[src/hw/pin_mux_pkg.sv]
package pin_mux_pkg;

    // serial word: address field above data field, sent msb first
    localparam int unsigned ADDR_BITS = 4;
    localparam int unsigned DATA_BITS = 12;
    localparam int unsigned WORD_BITS = ADDR_BITS + DATA_BITS;

    // configuration register address
    localparam logic [ADDR_BITS-1:0] CFG_ADDR = 4'h0;

    // field positions inside the configuration register
    localparam int unsigned FMT_BIT = 0;
    localparam int unsigned OEA_BIT = 1;
    localparam int unsigned PD_BIT  = 2;

    // reset value: offset binary, channel A driving, normal operation
    localparam logic [DATA_BITS-1:0] CFG_RESET = 12'h000;

    // pin levels
    localparam logic FMT_TWOS      = 1'b1;
    localparam logic FMT_OFFSET    = 1'b0;
    localparam logic OE_PIN_ENABLE = 1'b0;
    localparam logic PD_ACTIVE     = 1'b1;
    localparam logic PD_NORMAL     = 1'b0;
    localparam logic SEL_STATIC    = 1'b0;

    // synchroniser depth
    localparam int unsigned SYNC_STAGES = 2;

    typedef enum logic [1:0] {
        MODE_STATIC = 2'b01,
        MODE_SERIAL = 2'b10
    } mode_t;

endpackage : pin_mux_pkg

[src/hw/serial_cfg_if.sv]
`timescale 1ns/1ps
`default_nettype none

interface serial_cfg_if;
    logic                                 active;
    logic                                 sclk_rise;
    logic                                 enable_n;
    logic                                 data;
    logic                                 write_strobe;
    logic [pin_mux_pkg::ADDR_BITS-1:0]    write_addr;
    logic [pin_mux_pkg::DATA_BITS-1:0]    write_data;
    logic                                 frame_error;

    modport port (
        input  active,
        input  sclk_rise,
        input  enable_n,
        input  data,
        output write_strobe,
        output write_addr,
        output write_data,
        output frame_error
    );

    modport core (
        output active,
        output sclk_rise,
        output enable_n,
        output data,
        input  write_strobe,
        input  write_addr,
        input  write_data,
        input  frame_error
    );
endinterface : serial_cfg_if

`default_nettype wire

[src/hw/serial_cfg_port.sv]
`timescale 1ns/1ps
`default_nettype none

module serial_cfg_port (
    // clock and reset
    input  wire logic      clk,
    input  wire logic      rst,
    // shifter side
    serial_cfg_if.port     sif
);
    localparam int unsigned CNT_W = $clog2(pin_mux_pkg::WORD_BITS + 2);
    localparam logic [CNT_W-1:0] FULL = CNT_W'(pin_mux_pkg::WORD_BITS);

    logic [pin_mux_pkg::WORD_BITS-1:0] shift;
    logic [CNT_W-1:0]                  count;
    logic                              in_frame;
    logic                              overflow;
    logic                              frame_end;

    // frame ends on enable release or on going inactive; a frame cut short by going inactive never writes
    assign frame_end = in_frame && (sif.enable_n || !sif.active);

    always_ff @(posedge clk or posedge rst) begin
        if (rst) begin
            in_frame <= 1'b0;
        end else begin
            in_frame <= sif.active && !sif.enable_n;
        end
    end

    always_ff @(posedge clk or posedge rst) begin
        if (rst) begin
            shift    <= '0;
            count    <= '0;
            overflow <= 1'b0;
        end else if (!sif.active || sif.enable_n) begin
            count    <= '0;
            overflow <= 1'b0;
        end else if (sif.sclk_rise) begin
            shift <= {shift[pin_mux_pkg::WORD_BITS-2:0], sif.data};
            if (count == FULL) begin
                overflow <= 1'b1;
            end else begin
                count <= count + CNT_W'(1);
            end
        end
    end

    always_ff @(posedge clk or posedge rst) begin
        if (rst) begin
            sif.write_strobe <= 1'b0;
            sif.frame_error  <= 1'b0;
            sif.write_addr   <= '0;
            sif.write_data   <= '0;
        end else begin
            // a short or long frame is dropped and flagged
            sif.write_strobe <= frame_end && sif.active && count == FULL && !overflow;
            sif.frame_error  <= frame_end && (count != FULL || overflow);
            if (frame_end) begin
                sif.write_addr <= shift[pin_mux_pkg::WORD_BITS-1:pin_mux_pkg::DATA_BITS];
                sif.write_data <= shift[pin_mux_pkg::DATA_BITS-1:0];
            end
        end
    end

    // the shifter needs room for at least two bits
    if (pin_mux_pkg::WORD_BITS < 2) begin : g_bad_word
        $error("serial word too short");
    end
endmodule : serial_cfg_port

`default_nettype wire

[src/hw/adc_control_pin_mux.sv]
`timescale 1ns/1ps
`default_nettype none

module adc_control_pin_mux (
    // clock and reset
    input  wire logic   clk,
    input  wire logic   rst,
    // host pins
    input  wire logic   interface_select,
    input  wire logic   shared_pin_fmt_sen,
    input  wire logic   shared_pin_oea_sclk,
    input  wire logic   shared_pin_pd_serial_write_data,
    input  wire logic   chan_b_output_enable_n,
    // converter over-range detectors
    input  wire logic   chan_a_overrange_in,
    input  wire logic   chan_b_overrange_in,
    // converter controls
    output logic        output_format_twos,
    output logic        chan_a_data_oe,
    output logic        chan_b_data_oe,
    output logic        power_down,
    // over-range pins
    output logic        chan_a_overrange_flag,
    output logic        chan_b_overrange_flag,
    // status
    output logic        serial_mode,
    output logic        cfg_write_done,
    output logic        cfg_frame_error
);
    localparam int unsigned NPIN = 5;
    localparam int unsigned P_SEL = 0;
    localparam int unsigned P_A   = 1;
    localparam int unsigned P_B   = 2;
    localparam int unsigned P_C   = 3;
    localparam int unsigned P_OEB = 4;

    logic [NPIN-1:0] pins_raw;
    logic [NPIN-1:0] sync_meta;
    logic [NPIN-1:0] sync_pin;
    logic            sclk_prev;

    pin_mux_pkg::mode_t              mode;
    pin_mux_pkg::mode_t              next_mode;
    logic [pin_mux_pkg::DATA_BITS-1:0] cfg;

    logic next_format;
    logic next_oea_pin;
    logic next_pd;

    serial_cfg_if sif ();

    // the logic below is built for exactly these package values
    if (pin_mux_pkg::SYNC_STAGES != 2) begin : g_bad_sync
        $error("two synchroniser stages are built in");
    end
    if (pin_mux_pkg::PD_BIT >= pin_mux_pkg::DATA_BITS) begin : g_bad_field
        $error("configuration field outside the register");
    end

    // a finished frame aimed at the configuration register
    function automatic logic cfg_hit(
        input logic                              strobe,
        input logic [pin_mux_pkg::ADDR_BITS-1:0] addr
    );
        return strobe && (addr == pin_mux_pkg::CFG_ADDR);
    endfunction : cfg_hit

    // enable pins are active low
    function automatic logic pin_enables(input logic pin);
        return pin == pin_mux_pkg::OE_PIN_ENABLE;
    endfunction : pin_enables

    assign pins_raw[P_SEL] = interface_select;
    assign pins_raw[P_A]   = shared_pin_fmt_sen;
    assign pins_raw[P_B]   = shared_pin_oea_sclk;
    assign pins_raw[P_C]   = shared_pin_pd_serial_write_data;
    assign pins_raw[P_OEB] = chan_b_output_enable_n;

    // two-stage synchroniser on every host pin
    always_ff @(posedge clk or posedge rst) begin
        if (rst) begin
            sync_meta <= '0;
        end else begin
            sync_meta <= pins_raw;
        end
    end

    always_ff @(posedge clk or posedge rst) begin
        if (rst) begin
            sync_pin <= '0;
        end else begin
            sync_pin <= sync_meta;
        end
    end

    // serial clock edge detect on the settled copy
    always_ff @(posedge clk or posedge rst) begin
        if (rst) begin
            sclk_prev <= 1'b0;
        end else begin
            sclk_prev <= sync_pin[P_B];
        end
    end

    // mode follows the select level
    always_comb begin
        if (sync_pin[P_SEL] == pin_mux_pkg::SEL_STATIC) begin
            next_mode = pin_mux_pkg::MODE_STATIC;
        end else begin
            next_mode = pin_mux_pkg::MODE_SERIAL;
        end
    end

    always_ff @(posedge clk or posedge rst) begin
        if (rst) begin
            mode <= pin_mux_pkg::MODE_STATIC;
        end else begin
            mode <= next_mode;
        end
    end

    // serial port only sees the pins while serial mode holds
    assign sif.active    = (mode == pin_mux_pkg::MODE_SERIAL) && sync_pin[P_SEL];
    assign sif.sclk_rise = sync_pin[P_B] && !sclk_prev;
    assign sif.enable_n  = sync_pin[P_A];
    assign sif.data      = sync_pin[P_C];

    serial_cfg_port u_port (
        .clk (clk),
        .rst (rst),
        .sif (sif.port)
    );

    // write-only configuration register, cleared while select is low
    always_ff @(posedge clk or posedge rst) begin
        if (rst) begin
            cfg <= pin_mux_pkg::CFG_RESET;
        end else if (sync_pin[P_SEL] == pin_mux_pkg::SEL_STATIC) begin
            cfg <= pin_mux_pkg::CFG_RESET;
        end else if (cfg_hit(sif.write_strobe, sif.write_addr)) begin
            cfg <= sif.write_data;
        end
    end

    // choose where the three controls come from
    always_comb begin
        unique case (mode)
            pin_mux_pkg::MODE_STATIC: begin
                next_format  = sync_pin[P_A];
                next_oea_pin = sync_pin[P_B];
                next_pd      = sync_pin[P_C];
            end
            pin_mux_pkg::MODE_SERIAL: begin
                next_format  = cfg[pin_mux_pkg::FMT_BIT];
                next_oea_pin = cfg[pin_mux_pkg::OEA_BIT];
                next_pd      = cfg[pin_mux_pkg::PD_BIT];
            end
            default: begin
                next_format  = pin_mux_pkg::FMT_OFFSET;
                next_oea_pin = pin_mux_pkg::OE_PIN_ENABLE;
                next_pd      = pin_mux_pkg::PD_NORMAL;
            end
        endcase
    end

    always_ff @(posedge clk or posedge rst) begin
        if (rst) begin
            output_format_twos <= pin_mux_pkg::FMT_OFFSET;
        end else begin
            output_format_twos <= (next_format == pin_mux_pkg::FMT_TWOS);
        end
    end

    always_ff @(posedge clk or posedge rst) begin
        if (rst) begin
            chan_a_data_oe <= 1'b1;
            chan_b_data_oe <= 1'b1;
        end else begin
            chan_a_data_oe <= pin_enables(next_oea_pin);
            chan_b_data_oe <= pin_enables(sync_pin[P_OEB]);
        end
    end

    always_ff @(posedge clk or posedge rst) begin
        if (rst) begin
            power_down <= pin_mux_pkg::PD_NORMAL;
        end else begin
            power_down <= (next_pd == pin_mux_pkg::PD_ACTIVE);
        end
    end

    // each flag follows its own channel only
    always_ff @(posedge clk or posedge rst) begin
        if (rst) begin
            chan_a_overrange_flag <= 1'b0;
            chan_b_overrange_flag <= 1'b0;
        end else begin
            chan_a_overrange_flag <= chan_a_overrange_in;
            chan_b_overrange_flag <= chan_b_overrange_in;
        end
    end

    always_ff @(posedge clk or posedge rst) begin
        if (rst) begin
            serial_mode     <= 1'b0;
            cfg_write_done  <= 1'b0;
            cfg_frame_error <= 1'b0;
        end else begin
            serial_mode     <= (mode == pin_mux_pkg::MODE_SERIAL);
            cfg_write_done  <= cfg_hit(sif.write_strobe, sif.write_addr);
            cfg_frame_error <= sif.frame_error;
        end
    end

endmodule : adc_control_pin_mux

`default_nettype wire

[config.mk]
export PLATFORM = sky130hd
export DESIGN_NAME = adc_control_pin_mux
export DESIGN_NICKNAME = d
export VERILOG_FILES = /design/src/hw/pin_mux_pkg.sv /design/src/hw/serial_cfg_if.sv /design/src/hw/serial_cfg_port.sv /design/src/hw/adc_control_pin_mux.sv
export SDC_FILE = /design/constraint.sdc
export NUM_CORES = 1
export LEC_CHECK = 0
export BUFFER_PORTS_ARGS = -buffer_cell sky130_fd_sc_hd__buf_4
export CORE_MARGIN = 1.5
export CORE_UTILIZATION = 57
export CTS_CLUSTER_SIZE = 20
export DETAILED_ROUTE_END_ITERATION = 16
export GPL_TIMING_DRIVEN = 0
export PLACE_DENSITY = 0.74
export SLEW_MARGIN = 20
export SYNTH_ARGS = -nofsm -noshare
export SYNTH_HDL_FRONTEND = slang
export SYNTH_SLANG_ARGS = --single-unit
[constraint.sdc]
create_clock -name clk -period 2.2 [get_ports clk]
set_input_delay 0 -clock clk [delete_from_list [all_inputs] [get_ports clk]]
set_output_delay 0 -clock clk [all_outputs]
set_load 0.005 [all_outputs]
## Yosys cells after proc, flatten, opt, wreduce, memory -nomap -nowiden

Index checks and enable logic that the tools add are counted.

| storage, ports and cells | value |
|---|---|
| bits in registers | 57 |
| bits in latches | 0 |
| bits in writable memories | 0 |
| ROM bits | 0 |
| bits of input ports | 9 |
| output and inout port bits | 9 |
| memories kept | 0 |

| operators by class | value |
|---|---|
| add/sub/neg operators | 1 |
| multipliers | 0 |
| div/mod/pow operators | 0 |
| order comparisons | 0 |
| equal/unequal tests | 6 |
| shift-type cells | 0 |
| muxes and demuxes | 12 |
| bitwise operators | 3 |
| reductions and logical operators | 21 |

Operator list:

| kind | count |
|---|---|
| $mux W5 | 3 |
| $logic_and A1 B1 Y1 | 9 |
| $mux W3 | 2 |
| $pmux W1 S2 | 3 |
| $reduce_and A2 Y1 | 3 |
| $add A5 B1 Y5 const B | 1 |
| $eq A5 B5 Y1 const B | 1 |
| $ne A5 B5 Y1 const B | 1 |
| $logic_not A1 Y1 | 4 |
| $logic_not A4 Y1 | 1 |
| $ne A2 B1 Y1 const B | 2 |
| $reduce_bool A2 Y1 | 2 |
| $mux W1 | 3 |
| $not A1 Y1 | 3 |
| $eq A2 B1 Y1 const B | 1 |
| $eq A2 B2 Y1 const B | 1 |
| $logic_or A1 B1 Y1 | 2 |
| $mux W2 | 1 |

## Longest topological paths before layout

Gate-level depths: netlist (run 1).

| logic depth | value |
|---|---|
| word-level depth | 8 |
| gate-level depth with buffers | 6 |

## Modules after synthesis

A second synthesis (run 1) with hierarchy kept.

| second synthesis, totals | value |
|---|---|
| cells, all modules | 163 |
| area, all modules | 2506.2 sq um |

Modules (own cells, without submodules):

| module | times used | cells each | area an instance (sq um) |
|---|---|---|---|
| serial_cfg_port | 1 | 110 | 1695.4 |
| adc_control_pin_mux | 1 | 53 | 810.8 |

## Worst setup path before layout (run 1)

Ideal clock, no wire load.

| path | value |
|---|---|
| path type | register to register |
| start | register mode[0] |
| end | register u_port.shift[0] (netlist bit) |
| setup time | 0.125 ns |
| arrival | 1.456 ns |
| slack | 0.618 ns |
| stages on the path, launching flop included | 7 |
| path buffers | 1 |
| path through | dfstp_2 > inv_1 > ha_1 > nand3b_4 > nor2_8 > buf_12 > mux2_4 |

| between the ends | value |
|---|---|
| cells in the longest elaborated chain, start to end | 6 |

Ends and longest elaborated chain:

| what | line | RTL |
|---|---|---|
| start: declaration | adc_control_pin_mux.sv:42 | `pin_mux_pkg::mode_t mode;` |
| start signal: assignment | adc_control_pin_mux.sv:116 | `mode <= pin_mux_pkg::MODE_STATIC;` |
| start signal: assignment | adc_control_pin_mux.sv:118 | `mode <= next_mode;` |
| $eq A2 B2 Y1 | adc_control_pin_mux.sv:123 | `assign sif.active = (mode == pin_mux_pkg::MODE_SERIAL) && sync_pin[P_SEL];` |
| $logic_and A1 B1 Y1 | adc_control_pin_mux.sv:123 |  |
| $logic_not A1 Y1 | serial_cfg_port.sv:36 | `end else if (!sif.active \|\| sif.enable_n) begin` |
| $logic_or A1 B1 Y1 | serial_cfg_port.sv:36 |  |
| $not A1 Y1 (no source line) | -- |  |
| $reduce_and A2 Y1 (no source line) | -- |  |
| end signal: assignment | serial_cfg_port.sv:40 | `shift <= {shift[pin_mux_pkg::WORD_BITS-2:0], sif.data};` |
| end: declaration | serial_cfg_port.sv:14 | `logic [pin_mux_pkg::WORD_BITS-1:0] shift;` |

No other way between the ends.
A chain may end at the register's enable or synchronous reset.

## Worst setup path after layout (run 1)

| path | value |
|---|---|
| start | register mode[0] |
| end | register u_port.shift[14] (netlist bit) |

The elaborated chain is that of the path after synthesis.

==> results of run 1 <==
-- cell type report --
cell class	instances	area share [%]
sequential	57	54.1
multi-input combinational	74	24.7
timing repair buffer	26	8.91
clock buffer	14	6.92
tap	48	2.27
buffer	4	1.56
inverter	8	1.14
clock inverter	2	0.379
-- report_power, final --
group / total [mW] / switching (mW) / internal [mW] / leakage, nW
Combinational: 0.106 / 0.0494 / 0.0570 / 0.451
Sequential: 1.10 / 0.0176 / 1.08 / 0.749
Clock: 0.900 / 0.373 / 0.528 / 0.102
Total: 2.11 / 0.440 / 1.67 / 1.30
-- worst paths after layout --
path	endpoint	slack, ps	startpoint	cells past startpoint
hold reg to reg	sync_pin[3]$_DFF_PP0_	350	sync_meta[3]$_DFF_PP0_	0
setup / recovery	u_port.shift[14]$_DFFE_PP0P_	470	mode[0]$_DFF_PP1_	6
max in group asynchronous	chan_a_data_oe$_DFF_PP1_	1200	rst	4
hold / removal	sync_meta[4]$_DFF_PP0_	320	chan_b_output_enable_n	2
min in group asynchronous	u_port.sif.write_addr[1]$_DFFE_PP0P_	360	rst	3
setup reg to reg	u_port.shift[14]$_DFFE_PP0P_	470	mode[0]$_DFF_PP1_	6
-- sequential cells by signal, summed over array words and instances (netlist names), 2 cells and up --
name and count:
u_port.shift 16, sync_meta 5, sync_pin 5, u_port.count 5, u_port.sif.write_addr 4, cfg 3, u_port.sif.write_data 3, mode 2
-- critical path, stage by stage (launching register included) --
cell	delay (ps)
sky130_fd_sc_hd__dfstp_2	370
sky130_fd_sc_hd__inv_1	50
sky130_fd_sc_hd__ha_1	300
sky130_fd_sc_hd__nand3b_4	190
sky130_fd_sc_hd__nor2_8	220
sky130_fd_sc_hd__buf_12	170
sky130_fd_sc_hd__mux2_4	300
-- layout by cell type, fill, tap and decap left out, drive strengths merged, types with 2 or more instances in the layout --
| cell type | count |
|---|---|
| a21oi | 4 |
| a22oi | 3 |
| buf | 22 |
| clkbuf | 14 |
| clkinv | 2 |
| dfrtp | 54 |
| dfstp | 3 |
| dlygate4sd3 | 8 |
| ha | 4 |
| inv | 8 |
| mux2 | 23 |
| mux2i | 3 |
| nand2 | 11 |
| nand3b | 2 |
| nor2 | 6 |
| nor4 | 2 |
| o21ai | 3 |
| or3 | 4 |
-- per-layer routing --
metal	vias to the layer above	wire (microns)	global-route usage [%]
met5	-	0	0
met4	0	87	11.2
met3	10	142	7.81
met2	18	1900	34.4
met1	628	1400	23.8
li1	563	-	-
-- logic make-up after synthesis --
| family | after synthesis |
|---|---|
| and+or+nand+nor | 31 |
| DFF | 57 |
| muxes | 26 |
| adders and majority gates | 4 |
| buffers and inverters | 12 |
| AOI/OAI and AO/OA | 13 |
-- repair_timing --
action / 4_1_cts / 5_1_grt
hold endpoints to repair: 38 / 0
hold buffers: 8 / 0
gates resized for setup: 0 / 0
==> impl.org, run 1 <==
** Timing
- Setup violations remaining at the end of the flow were counted as 0.
- Final critical delay including setup and external delays :: roughly 1700 ps
- The final-report max-slew violation count was 0.
- Worst slew margin :: 52.1%
- Max Clock Freq :: slightly below 0.6 GHz
- Hold Vio Cnt, Final :: 0
- Once routing completed, OpenROAD measured the worst setup slack at ~470 ps.
- Dividing the final minimum period by the clock period gives about four fifths.
- On the final layout, the worst clock skew is 7.15 ps.
- Final Hold Slack :: between 300 and 400 ps
- Summed over all failing endpoints, the final setup total negative slack is 0 ps.
- Setup repair after global routing left no endpoint under its margin.
- Transition time of the tightest slew-check pin :: 718 ps

** Yosys
- Share of cell area taken by muxes after synthesis :: ~15%
- Area of the mapped netlist :: 2150 sq um
- Syn nets :: about 160
- Compound-Gate Fraction of Synth Area :: 3.72%
- Share of flip-flops with an asynchronous set or reset :: 100%
- Summing the areas of all fa, ha and maj instances in the mapped netlist gives 2.32% of the synthesized area.
- Post-synthesis sequential area ratio :: 66.4%
- Yosys warnings :: 0
- After Yosys synthesis, XOR and XNOR cells account for 0% of the synthesized area.
- Averaged over all synthesized cells, the footprint is 15.1 sq um.
- Synthesized instance count :: between 100 and 150
- sky130_fd_sc_hd__dfrtp_1 is the most common cell in the netlist.
- Number of synthesized flops with an enable pin :: 0
- The biggest area contributor in the post-synthesis netlist is sky130_fd_sc_hd__dfrtp_1.
- Top cell types by occurrence after synthesis :: sky130_fd_sc_hd__dfrtp_1 (54), sky130_fd_sc_hd__mux2_2 (13), sky130_fd_sc_hd__mux2_4 (10), sky130_fd_sc_hd__nand2_1 (10), sky130_fd_sc_hd__inv_1 (8)
- Counting flops and latches in the post-synthesis netlist gives 57.
- Simple-gate area share of the yosys netlist :: around 9.1%
- Among all flip-flop cells after synthesis, the most frequent one is sky130_fd_sc_hd__dfrtp_1.
- Synth unique cells :: 30
- Cells taking the most area after synthesis :: sky130_fd_sc_hd__dfrtp_1 (63%), sky130_fd_sc_hd__mux2_4 (7.0%), sky130_fd_sc_hd__mux2_2 (6.8%)
- Share of Yosys cell area claimed by the top area cell type :: 62.8%
- Largest family of logic cells by synthesized area :: multiplexers

** Final layout
- Number of inserted diodes :: 0
- Final net count :: 193
- Once layout is complete, the utilization of the core stands at 72.7%.
- Proportion of layout cells with a drive suffix above 1 :: 37.3%
- The finished layout holds 233 standard cells, fillers aside.
- The area growth from synthesis to layout is 22.7%.
- The finished cells cover 2640 sq um.
- Storage element area :: roughly 1400 sq um
- Counting the fill cells in the layout gives 263.
- Multi-input gate area in the final layout :: 652 sq um

** Placement
- The placed instances occupy a cell area of 2370 sq um.
- OpenSTA, run right after detailed placement, puts the worst setup slack at between 400 and 500 ps.
- Global placer's final weighted congestion :: 0.669
- Buffers added on ports :: 17
- Summed over all nets, the half-perimeter wirelength after detailed placement is between 2000 and 2500 microns.
- Number of cells after detailed placement :: around 210

** Setup path
- Category of the worst setup path capture point :: flop
- The setup path with the least slack is of type reg -> reg.
- Arrival @ worst endpoint :: 1940 ps
- Crit path max fanout :: 10
- STA classifies the critical path startpoint as a flop.
- Required time of the critical path :: 2410 ps

** CTS
- TritonCTS clock tree :: yes
- H-tree depth :: 3
- Clock transition at the registers of the reported paths :: 60 ps
- Latest clock arrival within the worst-skew pair :: ~330 ps
- Root buffer cell :: sky130_fd_sc_hd__clkbuf_8
- Post-CTS setup buffer count :: 0
- Buffer depth of the longest clock path :: 2
- Clock Sinks :: 57
- Total CTS buffers :: 9

** Floorplan
- Standard cell core area :: approximately 3600 sq um
- For this configuration, the core starts out at a cell density of 59.3%.
- From left edge to right edge, the die measures 64.5 microns.
- During I/O placement, the number of pins put on the boundary was 18.
- Die Y-Extent :: between 60 and 70 microns
- Total die area :: 4160 sq um
- After floorplanning, the core was divided into 22 placement rows.

** GRT
- The first global-routing pass estimated 6160 microns of wire.
- Vias in the first global route :: approximately 1.3k
- Aggregate global-route resource usage :: 20.9%
- For this run the aggregate overflow at the end of global routing stands at 0.
- Antenna violations before repair :: 0
- Largest net degree at the start of global routing :: 35

** Hold path
- In this run the worst hold path is classified as in -> reg.

** Power
- Leakage power total :: around 1.3 nW
- Total power draw :: 2.11 mW
- Power density of the placed cells :: 798 nW/um^2
- The worst-case IR drop observed on VDD is 0.700 mV.

** Routing
- Drt initial violations :: 48
- Vias per Instance :: 5.23
- DR DRC count :: 0
- Vias after detailed routing :: 1219
- Routed len/inst :: 15.1 microns
- The pre-antenna-repair detailed-routing pass consisted of 4 iterations.
- The count of nets left with antenna violations once routing finished came out at 0.
- Total wirelength of the detailed-routed design :: 3530 microns

** Run
- Total of max-cap violations :: 0

** Run status
- Result of the run :: complete, no violations
Note: power is estimated with default switching activity, not from simulation.
==> run 2, diff against run 1 <==
--- a/config.mk
+++ b/config.mk
@@ -7,11 +7,11 @@
 export LEC_CHECK = 0
 export BUFFER_PORTS_ARGS = -buffer_cell sky130_fd_sc_hd__buf_4
 export CORE_MARGIN = 1.5
-export CORE_UTILIZATION = 57
+export CORE_UTILIZATION = 52
 export CTS_CLUSTER_SIZE = 20
 export DETAILED_ROUTE_END_ITERATION = 16
 export GPL_TIMING_DRIVEN = 0
-export PLACE_DENSITY = 0.74
+export PLACE_DENSITY = 0.71
 export SLEW_MARGIN = 20
 export SYNTH_ARGS = -nofsm -noshare
 export SYNTH_HDL_FRONTEND = slang
==> constraint.sdc (replaced) <==
create_clock -name clk -period 1.41 [get_ports clk]
set_input_delay 0 -clock clk [delete_from_list [all_inputs] [get_ports clk]]
set_output_delay 0 -clock clk [all_outputs]
set_load 0.005 [all_outputs]
==> impl.org, run 2 (same netlist as run 1, synthesis figures left out) <==
** Final layout
- Flip-flop count of the largest register after layout :: 16 (unchanged)
- The number of filler instances in the final layout was 283 (+7.6%).
- Ranked by flip-flop count, first place goes to u_port.shift.
- Relative area change from synthesis to final layout :: 31.4%
- Non-Filler Cell Area, Final :: 2830 sq um (+7.2%)
- In the layout the commonest cells are sky130_fd_sc_hd__dfrtp_1 (54), sky130_fd_sc_hd__buf_4 (28), sky130_fd_sc_hd__mux2_2 (12), sky130_fd_sc_hd__mux2_4 (11), sky130_fd_sc_hd__nand2_1 (10).
- The layout cell share with drive strength beyond 1 came to 47.5% (+10 points).
- Number of inserted diodes :: 0 (unchanged)
- Most common cell after layout, fill and taps aside :: sky130_fd_sc_hd__dfrtp_1
- The post-route core utilization came to 70.8% (-1.9 points).
- The count of placed standard cells in the final layout, fillers left out was 250 (+7.3%).
- The number of nets in the layout came to 208 (+7.8%).

** GRT
- Most used routing layer in global routing :: met2
- Met1 capacity usage during global routing :: 20.4% (-3.5 points)
- Global Route met2 Usage :: 32.1% (-2.3 points)
- The global-route wire length before repair is 6050 microns (-1.8%).
- The global routing met3 resource utilization is 10.0% (+2.2 points).
- The pin count of the biggest net entering global routing was 31 (-11%).
- The global router's overall resource usage was 19.3% (-1.6 points).
- The via count of the first global-routing pass is 1387 (+4.8%).
- Overflow left after global routing :: 0 (unchanged)
- Antenna violations before repair :: 0 (unchanged)

** Timing
- The maximum clock frequency is 0.661 GHz (+14%).
- Final critical delay including setup and external delays :: 1510 ps (-215 ps)
- The portion of the clock cycle consumed by the worst path in the final layout was 107% (+29 points).
- The sum of negative setup slack came to -1470 ps (-1470 ps).
- Worst clock skew :: 8.69 ps (+1.53 ps)
- Final Hold Slack :: 289 ps (-28.7 ps)
- Number of max-slew violations in the final report :: 0 (unchanged)
- The worst-case headroom to the max-slew limit was 61.1% (+9.0 points).
- Unrepaired setup endpoints after global routing :: yes
- Hold Vio Cnt, Final :: 0 (unchanged)
- The slew at the pin closest to its max-slew limit was 583 ps (-135 ps).
- Final setup violation count :: 19 (+19)
- The final worst slack is -102 ps (-575 ps).

** CTS
- TritonCTS built the clock tree.
- Buffer depth of the longest clock path :: 2 (unchanged)
- Total CTS buffers :: 9 (unchanged)
- The clock transition time at the flip-flop clock pins of the worst setup and hold paths is 60 ps (about the same).
- The number of H-tree levels came to 3 (unchanged).
- Root buffer cell :: sky130_fd_sc_hd__clkbuf_8
- The CTS sink count is 57 (unchanged).
- The clock insertion delay at the later pin of the skew report came to 330 ps (about the same).

** Power
- The leakage dissipation was 1.37 nW (+5.2%).
- The peak ir drop on the vdd network came to 0.855 mV (+22%).
- The power density normalized to cell area came to 1180 nW/um^2 (+47%).
- Total power draw :: 3.33 mW (+58%)

** Run
- The number of violations of the max-capacitance limit came to 0 (unchanged).

** Placement
- The number of input and output port buffers inserted came to 17 (unchanged).
- The weighted congestion reported at the end of routability-driven placement is 0.725 (+8.5%).
- Placed Area :: 2380 sq um (+0.32%)
- The worst slack at placement is -155 ps (-636 ps).
- HPWL after detailed placement :: 2220 microns (-1.5%)
- The number of cells after detailed placement was 211 (+0.96%).

** Routing
- The detailed router's first-iteration violation count is 25 (-48%).
- The number of iterations in the first detailed-routing pass is 4 (unchanged).
- The DRC violations left came to 0 (unchanged).
- Vias after detailed routing :: 1254 (+2.9%)
- The vias per cell is 5.02 (-4.1%).
- Routed len/inst :: 14.4 microns (-5.0%)
- The final routed wirelength across all metal layers was 3600 microns (+2.0%).
- The number of routed nets with antenna violations is 0 (unchanged).

** Floorplan
- The number of rows created at floorplan is 23 (+4.5%).
- The width of the die was 67.4 microns (+4.5%).
- The top-level port count came to 18 (unchanged).
- Standard cell core area :: 4000 sq um (+10%)
- Total die area :: 4540 sq um (+9.2%)
- The effective utilization at floorplan is 53.8% (-5.4 points).
- Die Y-Extent :: 67.4 microns (+4.5%)

** Setup path
- Startpoint of the lowest-slack register-to-register path :: mode[0]$_DFF_PP1_
- Capture instance of the worst register-to-register path :: u_port.shift[3]$_DFFE_PP0P_
- Cell depth of the worst flop-to-flop path :: 6 (unchanged)
- Startpoint-to-endpoint class of the critical path :: reg -> reg
- The worst setup path is launched from a flop.
- The register-to-register setup slack came to -100 ps (-580 ps).
- Required time of the critical path :: 1620 ps (-790 ps)
- The highest net fanout along the worst path was 10 (unchanged).
- Category of the worst setup path capture point :: flop
- Arrival @ worst endpoint :: 1720 ps (-220 ps)

** Run status
- Violations in the final reports :: setup timing
- Result of the run :: complete, but fails checks

** Hold path
- Min-Delay Path Class :: in -> async
[run 2: cell types whose count changed in the layout (fill, tap and decap cells not counted), sizes merged]
| cell | previous run | this run |
|---|---|---|
| buf | 22 | 36 |
| clkbuf | 14 | 11 |
| bufinv | 0 | 1 |
| nand2 | 11 | 12 |
| clkinvlp | 0 | 1 |
| clkinv | 2 | 3 |
[run 2: final cells by class]
class	instances	area, sq um	share of cell area, %
timing repair buffer	40	344	12.2
buffer	4	41.3	1.46
inverter	8	30.0	1.06
clock inverter	5	56.3	1.99
multi-input combinational	75	734	26.0
tap	50	62.6	2.21
sequential	57	1430	50.5
clock buffer	11	131	4.64
[run 2: timing repair]
action / CTS / global route
resized for setup: 5 / 12
pin swaps: 4 / 6
setup buffers: 8 / 6
endpoints found under the setup margin: 26 / 22
gates cloned: 1 / 0
hold buffers: 8 / 0
endpoints found under the hold margin: 32 / 0
[run 2: worst max-delay path, cell delays in order (launching register included)]
cell and delay, ps:
sky130_fd_sc_hd__dfstp_2 540, sky130_fd_sc_hd__inv_2 50, sky130_fd_sc_hd__ha_4 160, sky130_fd_sc_hd__nand3b_4 130, sky130_fd_sc_hd__nor2_8 60, sky130_fd_sc_hd__buf_12 160
sky130_fd_sc_hd__mux2_4 290
[run 2: how the worst max path moves through the flow]
stage / from / end / slack (ps) / depth (start not counted)
after global routing: mode[0]$_DFF_PP1_ / u_port.shift[3]$_DFFE_PP0P_ / -140 / 6
after floorplan: mode[0]$_DFF_PP1_ / u_port.shift[0]$_DFFE_PP0P_ / -60 / 6
after detailed placement: mode[0]$_DFF_PP1_ / u_port.shift[13]$_DFFE_PP0P_ / -160 / 6
after global placement: rst / output_format_twos$_DFF_PP0_ / -510 / 2
after CTS: mode[0]$_DFF_PP1_ / u_port.shift[3]$_DFFE_PP0P_ / -110 / 6
final: mode[0]$_DFF_PP1_ / u_port.shift[3]$_DFFE_PP0P_ / -100 / 6
[run 2: where the power goes]
part	total, mW	leakage (nW)	internal, mW	switching, mW
logic	0.190	0.528	0.106	0.0845
clock network	1.42	0.0933	0.812	0.607
registers	1.72	0.749	1.69	0.0302
total	3.33	1.37	2.61	0.722
[run 2: metal layers]
layer / vias to the layer above / wire length (microns)
met5: - / 0
met4: 0 / 65
met3: 5 / 141
met2: 23 / 1920
met1: 630 / 1470
li1: 596 / -
==> run 3, diff against run 2 <==
--- a/config.mk
+++ b/config.mk
@@ -11,7 +11,7 @@
 export CTS_CLUSTER_SIZE = 20
 export DETAILED_ROUTE_END_ITERATION = 16
 export GPL_TIMING_DRIVEN = 0
-export PLACE_DENSITY = 0.71
+export PLACE_DENSITY_LB_ADDON = 0.15
 export SLEW_MARGIN = 20
 export SYNTH_ARGS = -nofsm -noshare
 export SYNTH_HDL_FRONTEND = slang
==> impl.org, run 3 (same netlist as run 1, synthesis figures left out) <==
** Setup path
- Slack of the worst reg-to-reg path :: -80 ps (+20 ps)
- STA classifies the critical path startpoint as a flop.
- Crit path max fanout :: 10 (unchanged)
- Startpoint of the lowest-slack register-to-register path :: mode[0]$_DFF_PP1_
- The critical path arrival is 1710 ps (about the same).
- Cell depth of the worst flop-to-flop path :: 6 (unchanged)
- The worst setup path is captured at a flop.
- Required time of the critical path :: 1630 ps (about the same)
- Startpoint-to-endpoint class of the critical path :: reg -> reg
- Capture instance of the worst register-to-register path :: u_port.shift[13]$_DFFE_PP0P_

** Final layout
- Proportion of layout cells with a drive suffix above 1 :: 44.8% (-2.7 points)
- The library cells used most frequently in the layout, excluding fill and tap cells, are sky130_fd_sc_hd__dfrtp_1 (54), sky130_fd_sc_hd__buf_4 (26), sky130_fd_sc_hd__mux2_2 (13), sky130_fd_sc_hd__mux2_4 (10), sky130_fd_sc_hd__nand2_1 (10).
- The number of nets in the layout came to 202 (-2.9%).
- Flip-flop count of the largest register after layout :: 16 (unchanged)
- The area growth from synthesis to layout is 27.4%.
- Number of inserted diodes :: 0 (unchanged)
- Most flop-heavy register :: u_port.shift
- Most common cell after layout, fill and taps aside :: sky130_fd_sc_hd__dfrtp_1

** Power
- The peak ir drop on the vdd network was 1.03 mV (+20%).
- Power density of the placed cells :: 1230 nW/um^2 (+4.2%)
- Sw Pwr :: 764 uW (+5.8%)
- Leakage power total :: 1.34 nW (-2.2%)
- Combinational share of power :: 5.2% (-0.5 points)
- The share of total power in the clock network came to 43.7% (+1.1 points).
- The fraction of power spent switching nets was 22.7% (+1.1 points).
- The internal cell power came to 2.60 mW (-0.42%).
- Reg power frac :: 51.1% (-0.6 points)

** Placement
- The final HPWL from detailed placement was 2100 microns (-5.3%).
- The number of input and output port buffers inserted is 17 (unchanged).
- The weighted congestion reported at the end of routability-driven placement was 0.756 (+4.2%).

** Routing
- DR DRC count :: 0 (unchanged)
- The vias per cell was 5.05 (+0.74%).
- The number of iterations in the first detailed-routing pass came to 4 (unchanged).
- Total wirelength of the detailed-routed design :: 3500 microns (-2.7%)
- Vias after detailed routing :: 1233 (-1.7%)
- DRT antenna net count :: 0 (unchanged)
- Routed len/inst :: 14.3 microns (-0.30%)
- Drt initial violations :: 55 (+120%)

** Floorplan
- The top-level port count was 18 (unchanged).
- Die extent in x :: 67.4 microns (unchanged)
- The die footprint came to 4540 sq um (unchanged).
- Die Y-Extent :: 67.4 microns (unchanged)
- The effective utilization at floorplan came to 53.8% (unchanged).
- The floorplan core area was 4000 sq um (unchanged).
- Site row count :: 23 (unchanged)

** Timing
- The final hold violation count is 0 (unchanged).
- Worst slew margin :: 60.5% (-0.58 points)
- The worst clock skew on the final layout is 5.35 ps (-3.34 ps).
- The number of setup violations in the final report came to 23 (+4).
- The final-report max-slew violation count came to 0 (unchanged).
- The maximum clock frequency is 0.669 GHz (+1.2%).
- The portion of the clock cycle consumed by the worst path in the final layout was 106% (-1.3 points).
- Setup slack of the critical path after layout :: -84.1 ps (+18.1 ps)
- The sum of negative setup slack was -1420 ps (+44.7 ps).
- The worst hold-check slack was 296 ps (+6.86 ps).
- Unrepaired setup endpoints after global routing :: yes
- Final critical delay including setup and external delays :: 1490 ps (-18.1 ps)
- Transition time of the tightest slew-check pin :: 591 ps (+8.74 ps)

** GRT
- First-pass GRT wire length :: 5980 microns (-1.1%)
- Largest net degree at the start of global routing :: 31 (unchanged)
- Antenna violations before repair :: 0 (unchanged)
- The via count of the first global-routing pass was 1329 (-4.2%).
- Overflow left after global routing :: 0 (unchanged)
- Aggregate global-route resource usage :: 18.9% (-0.39 points)

** CTS
- The clock transition time at the flip-flop clock pins of the worst setup and hold paths came to 70 ps (about the same).
- Clock Sinks :: 57 (unchanged)
- Latest clock arrival within the worst-skew pair :: 330 ps (about the same)
- TritonCTS built the clock tree.
- The number of buffers created by CTS is 9 (unchanged).
- Buffer depth of the longest clock path :: 2 (unchanged)
- Clock tree synthesis selected as its root buffer the cell sky130_fd_sc_hd__clkbuf_8.
- H-tree depth :: 3 (unchanged)

** Hold path
- Min-Delay Path Class :: in -> async

** Run
- Total of max-cap violations :: 0 (unchanged)

** Run status
- Result of the run :: complete, but fails checks
- The final reports fail on setup timing.
## run 3: changes by cell type in the layout (fill, tap and decap cells not counted), sizes merged
cell,delta
clkbuf,-2
clkinv,+1
buf,-5
inv,+1
nand2,-1
## run 3: timing repair
action,CTS,global route
setup endpoints to repair,26,27
endpoints found under the hold margin,31,0
gates resized for setup,1,5
pin swaps,2,3
setup buffers,6,3
hold buffers,8,0
## run 3: layer usage
layer	vias to the layer above	share of wire (%)	track usage (%)
li1	582	-	-
met1	618	42	21.4
met2	26	50	30.6
met3	7	5.1	9.00
met4	0	2.1	8.42
met5	-	0	0
## run 3: final cells by class
| class | count | area, sq um |
|---|---|---|
| timing repair buffer | 35 | 295 |
| buffer | 4 | 41.3 |
| inverter | 8 | 30.0 |
| clock inverter | 7 | 70.1 |
| multi-input combinational | 74 | 689 |
| fill | 280 | 1260 |
| clock buffer | 9 | 124 |
| sequential | 57 | 1430 |
| tap | 50 | 62.6 |
## run 3: through the flow
stage          setup WS, ps  cells  power, mW  area (sq um)  util, %
4_1_cts               -89.4    241       3.41          2700     67.5
5_1_grt                -126    244       3.52          2740     68.6
3_3_place_gp           -546    210       1.88          2360     58.9
2_1_floorplan         -55.1    143       1.83          2170        -
6_report              -84.1    244       3.36          2740     68.6
3_5_place_dp           -144    211       1.90          2380     59.4
## run 3: worst max-delay path by stage
stage          slack, ps                      endpoint         startpoint
2_1_floorplan        -60   u_port.shift[0]$_DFFE_PP0P_  mode[0]$_DFF_PP1_
3_3_place_gp        -550   u_port.count[2]$_DFFE_PP0P_                rst
3_5_place_dp        -140  u_port.shift[13]$_DFFE_PP0P_  mode[0]$_DFF_PP1_
4_1_cts              -90  u_port.shift[13]$_DFFE_PP0P_  mode[0]$_DFF_PP1_
5_1_grt             -130   u_port.shift[6]$_DFFE_PP0P_  mode[0]$_DFF_PP1_
6_report             -80  u_port.shift[13]$_DFFE_PP0P_  mode[0]$_DFF_PP1_
## run 3: power by group through the flow
stage	clock network, mW	registers (mW)	logic [mW]
final	1.47	1.72	0.174
after global routing	1.61	1.72	0.195
after CTS	1.51	1.72	0.177
after detailed placement	0	1.75	0.152
after global placement	0	1.74	0.140
after floorplan	0	1.74	0.0942
## run 3: worst max-delay path, cell delays in order, from the launching register on
cell,delay (ps)
sky130_fd_sc_hd__dfstp_2,540
sky130_fd_sc_hd__inv_2,40
sky130_fd_sc_hd__ha_4,160
sky130_fd_sc_hd__nand3b_4,120
sky130_fd_sc_hd__nor2_8,70
sky130_fd_sc_hd__buf_12,150
sky130_fd_sc_hd__mux2_4,290
